[config.mk]
export PLATFORM = sky130hd
export DESIGN_NAME = buck_sleep_cfg
export DESIGN_NICKNAME = d
export VERILOG_FILES = /design/src/hdl/buck_cfg_pkg.sv /design/src/hdl/buck_sleep_cfg.sv /design/src/hdl/buck3_sleep_decode.sv /design/src/hdl/buck4_softstart.sv
export SDC_FILE = /design/constraint.sdc
export NUM_CORES = 1
export LEC_CHECK = 0
export BUFFER_PORTS_ARGS = -buffer_cell sky130_fd_sc_hd__buf_2
export CELL_PAD_IN_SITES_DETAIL_PLACEMENT = 0
export CELL_PAD_IN_SITES_GLOBAL_PLACEMENT = 1
export CORE_MARGIN = 2
export CORE_UTILIZATION = 39
export CTS_CLUSTER_SIZE = 20
export DETAILED_ROUTE_END_ITERATION = 6
export GPL_ROUTABILITY_DRIVEN = 0
export PLACE_DENSITY = 0.85
export SLEW_MARGIN = 20
export SYNTH_ARGS = -nofsm -noshare
export SYNTH_HDL_FRONTEND = slang
export SYNTH_SLANG_ARGS = --single-unit
[constraint.sdc]
create_clock -name i_mclk -period 4.8 [get_ports i_mclk]
set_input_delay 0.24 -clock i_mclk [delete_from_list [all_inputs] [get_ports i_mclk]]
set_output_delay 0.24 -clock i_mclk [all_outputs]
set_load 0.005 [all_outputs]
[src/hdl/buck_cfg_pkg.sv]
// Constants for the buck sleep and follower configuration bank
package buck_cfg_pkg;
	// ==========================================================
	// Register map: printed offsets are indices, byte address is 4x
	localparam logic [15:0] BUCK3_SLEEP_CONTROL_IDX = 16'h4063;
	localparam logic [15:0] BUCK4_CONTROL_ONE_IDX = 16'h4064;
	localparam logic [31:0] BUCK3_SLEEP_CONTROL_ADDR = {14'h0000, BUCK3_SLEEP_CONTROL_IDX, 2'h0};
	localparam logic [31:0] BUCK4_CONTROL_ONE_ADDR = {14'h0000, BUCK4_CONTROL_ONE_IDX, 2'h0};
	// ==========================================================
	// Field positions
	localparam int SLOT_LSB = 13;
	localparam int MODE_LSB = 8;
	localparam int VSEL_LSB = 0;
	localparam int FOLLOW_BIT = 13;
	localparam int INVERT_BIT = 12;
	localparam int FLOAT_BIT = 7;
	localparam int SOFTSTART_LSB = 4;
	localparam logic [15:0] BUCK3_RW_MASK = 16'hE37F;
	localparam logic [15:0] BUCK4_SW_MASK = 16'h10B0;
	localparam logic [15:0] BUCK4_NV_MASK = 16'h30B0;
	// ==========================================================
	// Reset values
	localparam logic [15:0] BUCK3_SLEEP_CONTROL_RESET = 16'h0300;
	localparam logic [15:0] BUCK4_CONTROL_ONE_RESET = 16'h0010;
	// ==========================================================
	// Encodings
	typedef enum logic [1:0]
	{
		MODE_FORCED_CCM = 2'h0,
		MODE_AUTO_SKIP = 2'h1,
		MODE_LINEAR = 2'h2,
		MODE_HYSTERETIC = 2'h3
	} conduction_mode_t;
	localparam logic [6:0] VSEL_MAX_CODE = 7'h65;
	localparam logic [11:0] VOLT_BASE_MV = 12'h352;
	localparam logic [11:0] VOLT_STEP_MV = 12'h019;
	localparam logic [11:0] VOLT_MAX_MV = 12'hD48;
	localparam logic [1:0] ILIM_FULL = 2'h3;
	// ==========================================================
	// Timing at a 20 ns clock; least times round up
	localparam int CLK_PERIOD_NS = 20;
	localparam int SS_STEP_A_NS = 512000;
	localparam int SS_STEP_B_NS = 4096000;
	localparam int SS_STEP_C_NS = 32768000;
	localparam int SS_STEP_A_CYC = (SS_STEP_A_NS + CLK_PERIOD_NS - 1) / CLK_PERIOD_NS;
	localparam int SS_STEP_B_CYC = (SS_STEP_B_NS + CLK_PERIOD_NS - 1) / CLK_PERIOD_NS;
	localparam int SS_STEP_C_CYC = (SS_STEP_C_NS + CLK_PERIOD_NS - 1) / CLK_PERIOD_NS;
endpackage

[src/hdl/buck_sleep_cfg.sv]
// Register bank for converter three sleep and converter four control one
//
// What this block does
// - Codes 000,110,111: sleep change slot 5,3,1
// - Codes 001..101: turn off in slot 5..1
// - Hardware enable: codes 001..101 pick sleep slot
// - Mode field selects conduction; resets hysteretic
// - Voltage 0.85V plus 25mV steps, saturates
// - Follower bit: converter four follows converter three
// - Follower bit writable only by configuration load
// - Clock invert bit inverts switching clock
// - Float bit: floating not discharged when off
// - Soft-start step length 0, 512us, 4.096ms, 32.768ms
`timescale 1ns/100ps
module buck_sleep_cfg
#(
	parameter int unsigned SS_STEP_A_CYC = buck_cfg_pkg::SS_STEP_A_CYC,
	parameter int unsigned SS_STEP_B_CYC = buck_cfg_pkg::SS_STEP_B_CYC,
	parameter int unsigned SS_STEP_C_CYC = buck_cfg_pkg::SS_STEP_C_CYC
)
(
	input wire logic i_mclk,
	input wire logic i_reset,
	input wire logic i_hsel,
	input wire logic [31:0] i_haddr,
	input wire logic [1:0] i_htrans,
	input wire logic i_hwrite,
	input wire logic [2:0] i_hsize,
	input wire logic [31:0] i_hwdata,
	input wire logic i_hready,
	output logic [31:0] o_hrdata,
	output logic o_hreadyout,
	output logic o_hresp,
	input wire logic i_nv_load_we,
	input wire logic i_nv_load_buck4,
	input wire logic [15:0] i_nv_load_data,
	input wire logic i_buck3_hw_assigned,
	input wire logic i_buck3_enable,
	input wire logic i_buck4_enable,
	input wire logic i_switch_clk,
	output logic [2:0] o_buck3_sleep_slot,
	output logic o_buck3_sleep_off,
	output logic [1:0] o_buck3_sleep_mode,
	output logic [11:0] o_buck3_sleep_mv,
	output logic o_buck4_follow,
	output logic o_buck4_switch_clk,
	output logic o_buck4_discharge,
	output logic [1:0] o_buck4_ilim_step
);
	logic [15:0] buck3_sleep_control;
	logic [15:0] buck4_control_one;
	logic dphase_write;
	logic dphase_read;
	logic [31:0] dphase_addr;
	logic [1:0] enable_sync_a;
	logic [1:0] enable_sync_b;
	logic buck4_run;
	logic [2:0] next_slot;
	logic next_off;
	logic [11:0] next_mv;
	logic sw_write_buck3;
	logic sw_write_buck4;

	// ==========================================================
	// AHB-Lite slave: zero wait states, always OKAY
	assign o_hreadyout = 1'h1;
	assign o_hresp = 1'h0;

	always_ff @(posedge i_mclk)
	begin
		if (i_reset)
		begin
			dphase_write <= 1'h0;
			dphase_read <= 1'h0;
			dphase_addr <= 32'h00000000;
		end
		else if (i_hready)
		begin
			dphase_write <= i_hsel && i_htrans[1] && i_hwrite;
			dphase_read <= i_hsel && i_htrans[1] && !i_hwrite;
			dphase_addr <= i_haddr;
		end
	end

	assign sw_write_buck3 = dphase_write && (dphase_addr == buck_cfg_pkg::BUCK3_SLEEP_CONTROL_ADDR);
	assign sw_write_buck4 = dphase_write && (dphase_addr == buck_cfg_pkg::BUCK4_CONTROL_ONE_ADDR);

	// Unmapped and reserved bits read zero
	always_comb
	begin
		o_hrdata = 32'h00000000;
		if (dphase_read && dphase_addr == buck_cfg_pkg::BUCK3_SLEEP_CONTROL_ADDR)
			o_hrdata = {16'h0000, buck3_sleep_control};
		else if (dphase_read && dphase_addr == buck_cfg_pkg::BUCK4_CONTROL_ONE_ADDR)
			o_hrdata = {16'h0000, buck4_control_one};
	end

	// ==========================================================
	// Registers; configuration load wins over a software write
	// resets to hysteretic
	always_ff @(posedge i_mclk)
	begin
		if (i_reset)
			buck3_sleep_control <= buck_cfg_pkg::BUCK3_SLEEP_CONTROL_RESET;
		else if (i_nv_load_we && !i_nv_load_buck4)
			buck3_sleep_control <= i_nv_load_data & buck_cfg_pkg::BUCK3_RW_MASK;
		else if (sw_write_buck3)
			buck3_sleep_control <= i_hwdata[15:0] & buck_cfg_pkg::BUCK3_RW_MASK;
	end

	always_ff @(posedge i_mclk)
	begin
		if (i_reset)
			buck4_control_one <= buck_cfg_pkg::BUCK4_CONTROL_ONE_RESET;
		else if (i_nv_load_we && i_nv_load_buck4)
			buck4_control_one <= i_nv_load_data & buck_cfg_pkg::BUCK4_NV_MASK;
		else if (sw_write_buck4)
			buck4_control_one <= (i_hwdata[15:0] & buck_cfg_pkg::BUCK4_SW_MASK)
				| (buck4_control_one & ~buck_cfg_pkg::BUCK4_SW_MASK);
	end

	// ==========================================================
	// Enable pins pass two flip-flops
	always_ff @(posedge i_mclk)
	begin
		if (i_reset)
		begin
			enable_sync_a <= 2'h0;
			enable_sync_b <= 2'h0;
		end
		else
		begin
			enable_sync_a <= {i_buck4_enable, i_buck3_enable};
			enable_sync_b <= enable_sync_a;
		end
	end

	assign buck4_run = o_buck4_follow ? enable_sync_b[0] : enable_sync_b[1];

	// ==========================================================
	// Decode and outputs
	buck3_sleep_decode u_decode
	(
		.i_slot_code(buck3_sleep_control[buck_cfg_pkg::SLOT_LSB +: 3]),
		.i_hw_assigned(i_buck3_hw_assigned),
		.i_vsel_code(buck3_sleep_control[buck_cfg_pkg::VSEL_LSB +: 7]),
		.o_slot(next_slot),
		.o_turn_off(next_off),
		.o_mv(next_mv)
	);

	always_ff @(posedge i_mclk)
	begin
		if (i_reset)
		begin
			o_buck3_sleep_slot <= 3'h5;
			o_buck3_sleep_off <= 1'h0;
			o_buck3_sleep_mode <= buck_cfg_pkg::MODE_HYSTERETIC;
			o_buck3_sleep_mv <= buck_cfg_pkg::VOLT_BASE_MV;
		end
		else
		begin
			o_buck3_sleep_slot <= next_slot;
			o_buck3_sleep_off <= next_off;
			o_buck3_sleep_mode <= buck3_sleep_control[buck_cfg_pkg::MODE_LSB +: 2];
			o_buck3_sleep_mv <= next_mv;
		end
	end

	always_ff @(posedge i_mclk)
	begin
		if (i_reset)
		begin
			o_buck4_follow <= 1'h0;
			o_buck4_switch_clk <= 1'h0;
			o_buck4_discharge <= 1'h1;
		end
		else
		begin
			o_buck4_follow <= buck4_control_one[buck_cfg_pkg::FOLLOW_BIT];
			o_buck4_switch_clk <= i_switch_clk ^ buck4_control_one[buck_cfg_pkg::INVERT_BIT];
			// discharge only when off and not floating
			o_buck4_discharge <= !buck4_run && !buck4_control_one[buck_cfg_pkg::FLOAT_BIT];
		end
	end

	buck4_softstart
	#(
		.STEP_A_CYC(SS_STEP_A_CYC),
		.STEP_B_CYC(SS_STEP_B_CYC),
		.STEP_C_CYC(SS_STEP_C_CYC)
	)
	u_softstart
	(
		.i_mclk(i_mclk),
		.i_reset(i_reset),
		.i_enable(buck4_run),
		.i_step_sel(buck4_control_one[buck_cfg_pkg::SOFTSTART_LSB +: 2]),
		.o_ilim_step(o_buck4_ilim_step)
	);
endmodule

[src/hdl/buck3_sleep_decode.sv]
// Decoder of the sleep timeslot code and sleep voltage code
`timescale 1ns/100ps
module buck3_sleep_decode
(
	input wire logic [2:0] i_slot_code,
	input wire logic i_hw_assigned,
	input wire logic [6:0] i_vsel_code,
	output logic [2:0] o_slot,
	output logic o_turn_off,
	output logic [11:0] o_mv
);
	logic [6:0] vsel_clamped;

	always_comb
	begin
		o_turn_off = 1'h0;
		unique case (i_slot_code)
			3'h0: o_slot = 3'h5;
			3'h6: o_slot = 3'h3;
			3'h7: o_slot = 3'h1;
			default:
			begin
				o_slot = 3'h6 - i_slot_code;
				o_turn_off = ~i_hw_assigned;
			end
		endcase
	end

	assign vsel_clamped = (i_vsel_code > buck_cfg_pkg::VSEL_MAX_CODE) ?
		buck_cfg_pkg::VSEL_MAX_CODE + 7'h01 : i_vsel_code;
	assign o_mv = buck_cfg_pkg::VOLT_BASE_MV + 12'(buck_cfg_pkg::VOLT_STEP_MV * {5'h00, vsel_clamped});
endmodule

[src/hdl/buck4_softstart.sv]
// Soft-start sequencer stepping the current limit of converter four
`timescale 1ns/100ps
module buck4_softstart
#(
	parameter int unsigned STEP_A_CYC = 25600,
	parameter int unsigned STEP_B_CYC = 204800,
	parameter int unsigned STEP_C_CYC = 1638400
)
(
	input wire logic i_mclk,
	input wire logic i_reset,
	input wire logic i_enable,
	input wire logic [1:0] i_step_sel,
	output logic [1:0] o_ilim_step
);
	logic [31:0] step_len;
	logic [31:0] count;

	always_comb
	begin
		unique case (i_step_sel)
			2'h1: step_len = 32'(STEP_A_CYC);
			2'h2: step_len = 32'(STEP_B_CYC);
			2'h3: step_len = 32'(STEP_C_CYC);
			default: step_len = 32'h00000001;
		endcase
	end

	always_ff @(posedge i_mclk)
	begin
		if (i_reset || !i_enable)
		begin
			o_ilim_step <= 2'h0;
			count <= 32'h00000000;
		end
		else if (o_ilim_step != buck_cfg_pkg::ILIM_FULL)
		begin
			if (i_step_sel == 2'h0)
				o_ilim_step <= buck_cfg_pkg::ILIM_FULL;
			else if (count >= step_len - 32'h00000001)
			begin
				o_ilim_step <= o_ilim_step + 2'h1;
				count <= 32'h00000000;
			end
			else
				count <= count + 32'h00000001;
		end
	end
endmodule

==> qor.yml <==
synth:
  syn_avg_cell_area_sq_um: 9.02
  ys.flop_type: "dfxtp_1"
  seq_area_frac_synth_pct: 38.1
  synth_warnings: 0
  async_flop_share_pct: 0
  syn-cell-area_sq_um: 5780
  postSynthCellCount: 641
  synth_edf_count: 0
  ys_ff_latch: 110
  synth.distinct_cells: 50
setup_path:
  critPathCapture: "o_buck3_sleep_mv[11]$_SDFF_PP0_"
  worstPathArrival_ns: 4.01
  rrSetupSlack_ns: 0.98
  critPathLaunch: "buck3_sleep_control[2]$_SDFFE_PP0P_"
  crit_fanout: 6
  path_class: "flip-flop to flip-flop"
  required_ns: 4.99
  cpMaxStageDelayCell: "fa_1"
  worst-r2r-cell-count: 16
  slowest_delay_ns: 0.53
  rr_startpoint: "buck3_sleep_control[2]$_SDFFE_PP0P_"
  r2r_end: "o_buck3_sleep_mv[11]$_SDFF_PP0_"
  cp-start-kind: "flip-flop"
  end_kind: "flip-flop"
  crit_chain: "a211o_1, nor2b_1, nor2_1, inv_1, ha_1, inv_1, fa_1, inv_1, ha_1, ha_1, a21o_1, a21oi_1, o21ai_0, o41ai_1, xnor2_1, nor2_1"
floorplanning:
  die_y_microns: 126
  die_w_microns: 126
  die_area_sq_um: 15800
  design.core.area_sq_um: 14500
  fp-row-count: 44
  start_util_pct: 39.8
  ioPinCount: 153
global_route:
  grt_pass1_vias: 4186
  grt_overflow: 0
  grt_util_all_layers_pct: 15.8
  grt_pass1_wl_mm: 20.2
  grt_max_degree: 58
  antenna_found_initial: 1
routing:
  routedWlPerCell_microns: 13.3
  drc: 0
  vias: 4487
  drt_iter0_drc: 133
  post_drt_via_cell_ratio: 4.82
  detail_route.first_pass.iterations: 5
  totalWireLength_mm: 12.4
  antenna_left: 0
sta:
  final-hold-violation-count: 0
  rsz0062_at_grt: "no"
  final.min_clock_period_ns: 3.82
  period_share_pct: 79.5
  fmax_mhz: 262
  worst_pin_slew_ns: 1.02
  slew_violations: 0
  relSlewSlack_pct: 31.9
  finalSetupTns_ns: 0
  clock_skew_ns: 0.0129
  finalSetupViolCount: 0
finish:
  layout.nets: 897
  final_common_cell: "dfxtp_1"
  synthToLayoutAreaGrowth_pct: 15.7
  final_cell_mix: "110 x dfxtp_1, 108 x buf_2, 93 x nor2_1, 56 x ha_1, 49 x mux2i_1"
  drive_above_1_share_pct: 19.0
  fill_cells: 1499
worst_hold_path:
  holdPathStages: 2
  min_from: "i_buck3_hw_assigned"
  hold_class: "input pin to flip-flop"
pwr:
  finalPower_mw: 1.96
  power.density_nw_per_um2: 292
  max-vdd-ir-drop_v: 0.000200
  p_leak_nw: 3.04
cts:
  ctsResizeCount: 0
  clk_latency_ns: 0.35
  cts_sinks: 110
  htreeDepth: 3
  cts_buffers: 9
  cts.clk_slew.worst_paths_ns: 0.07
  cts_hold_buf: 0
  clockBufferDepth: 2
  post-cts-setup-buffer-count: 0
  cts_root_buf: "clkbuf_16"
  cts_tree: "done"
run_status:
  status: "finished clean"
placed_design:
  hpwl_mm: 9.53
  port_buffers: 108
job:
  max_cap_viol_count: 0
[power by group]
| group | switching [mW] | internal (mW) | leakage [nW] |
|---|---|---|---|
| logic | 0.144 | 0.129 | 2.01 |
| registers | 0.0251 | 0.960 | 0.901 |
| clock network | 0.335 | 0.363 | 0.131 |
| total | 0.504 | 1.45 | 3.04 |
[state kept, by name, summed over array words and instances, names as in the netlist]
| name | flops |
|---|---|
| dphase_write | 1 |
| dphase_addr | 32 |
| dphase_read | 1 |
| buck4_control_one | 5 |
| buck3_sleep_control | 12 |
| enable_sync_a | 2 |
| o_buck3_sleep_mv | 12 |
| enable_sync_b | 2 |
| o_buck4_follow | 1 |
| o_buck4_switch_clk | 1 |
| o_buck4_discharge | 1 |
| u_softstart.count | 32 |
| o_buck3_sleep_mode | 2 |
| o_buck3_sleep_off | 1 |
| o_buck3_sleep_slot | 3 |
| u_softstart.o_ilim_step | 2 |
[metal layers]
layer	GRT usage, %	share of wire (%)	vias up
li1	-	-	2350
met1	19.5	45	2029
met2	25.3	45	96
met3	6.24	7.9	10
met4	5.04	1.3	2
met5	0	0.097	-
[Yosys cell counts, types with 4 or more instances]
cell | count | share of area, %
dfxtp_1 | 110 | 38
nor2_1 | 93 | 6.0
ha_1 | 56 | 12
mux2i_1 | 49 | 8.5
nand2_1 | 38 | 2.5
a21oi_1 | 36 | 3.1
inv_1 | 33 | 2.1
o21ai_0 | 29 | 2.5
buf_4 | 22 | 2.9
xor2_1 | 19 | 2.9
xnor2_1 | 15 | 2.3
nand4_1 | 13 | 1.4
clkbuf_1 | 12 | 0.78
nand3_1 | 12 | 1.0
and2_1 | 11 | 1.2
nor3_1 | 10 | 0.87
nor2b_1 | 8 | 0.87
nor4_1 | 7 | 0.76
and3_1 | 6 | 0.65
nand2b_1 | 6 | 0.65
or2_2 | 5 | 0.54
a31oi_1 | 4 | 0.43
buf_1 | 4 | 0.26
[through the flow]
step / utilization (%) / std cells / area [sq um] / worst slack [ns] / hold WS [ns]
2_1_floorplan: - / 661 / 5860 / 1.28 / 0.317
3_3_place_gp: 44.1 / 915 / 6410 / 1.01 / 0.406
3_5_place_dp: 44.1 / 915 / 6410 / 0.959 / 0.408
4_1_cts: 46.0 / 930 / 6690 / 0.939 / 0.0272
5_1_grt: 46.0 / 930 / 6690 / 0.709 / 0.0385
6_report: 46.0 / 931 / 6690 / 0.982 / 0.0438
[how the worst min path moves through the flow]
stage,slack (ns),to
finish,0.04,o_buck3_sleep_off$_SDFF_PP0_
global route,0.04,o_buck3_sleep_off$_SDFF_PP0_
CTS,0.03,o_buck3_sleep_off$_SDFF_PP0_
detailed placement,0.41,o_buck3_sleep_off$_SDFF_PP0_
global placement,0.41,o_buck3_sleep_off$_SDFF_PP0_
floorplan,0.32,o_buck3_sleep_off$_SDFF_PP0_
[worst max-delay path: cells and delay by family, from the launching register on]
kind	cells	cell delay [ns]
and+or+nand+nor	3	0.33
buffers and inverters	3	0.18
adders and majority gates	4	1.42
DFF	1	0.36
AOI/OAI and AO/OA	5	1.20
xor gates and xnor gates	1	0.16
[cell type report]
type / instances / area, sq um / share of cell area [%]
tap: 184 / 230 / 3.44
inverter: 33 / 124 / 1.85
sequential: 110 / 2200 / 32.9
multi-input combinational: 478 / 3300 / 49.4
clock buffer: 10 / 239 / 3.57
antenna: 1 / 2.50 / 0.0374
clock inverter: 5 / 33.8 / 0.505
timing repair buffer: 110 / 556 / 8.30
[kinds of logic after synthesis]
family / after synthesis / synth area share, %
AOI/OAI and AO/OA: 85 / 8.31
xor gates and xnor gates: 34 / 5.15
adders and majority gates: 59 / 13.2
buffers and inverters: 73 / 6.21
DFF: 110 / 38.1
muxes: 51 / 8.87
other: 2 / 0.130
and+or+nand+nor: 227 / 20.1
Note: power is estimated with default switching activity, not from simulation.
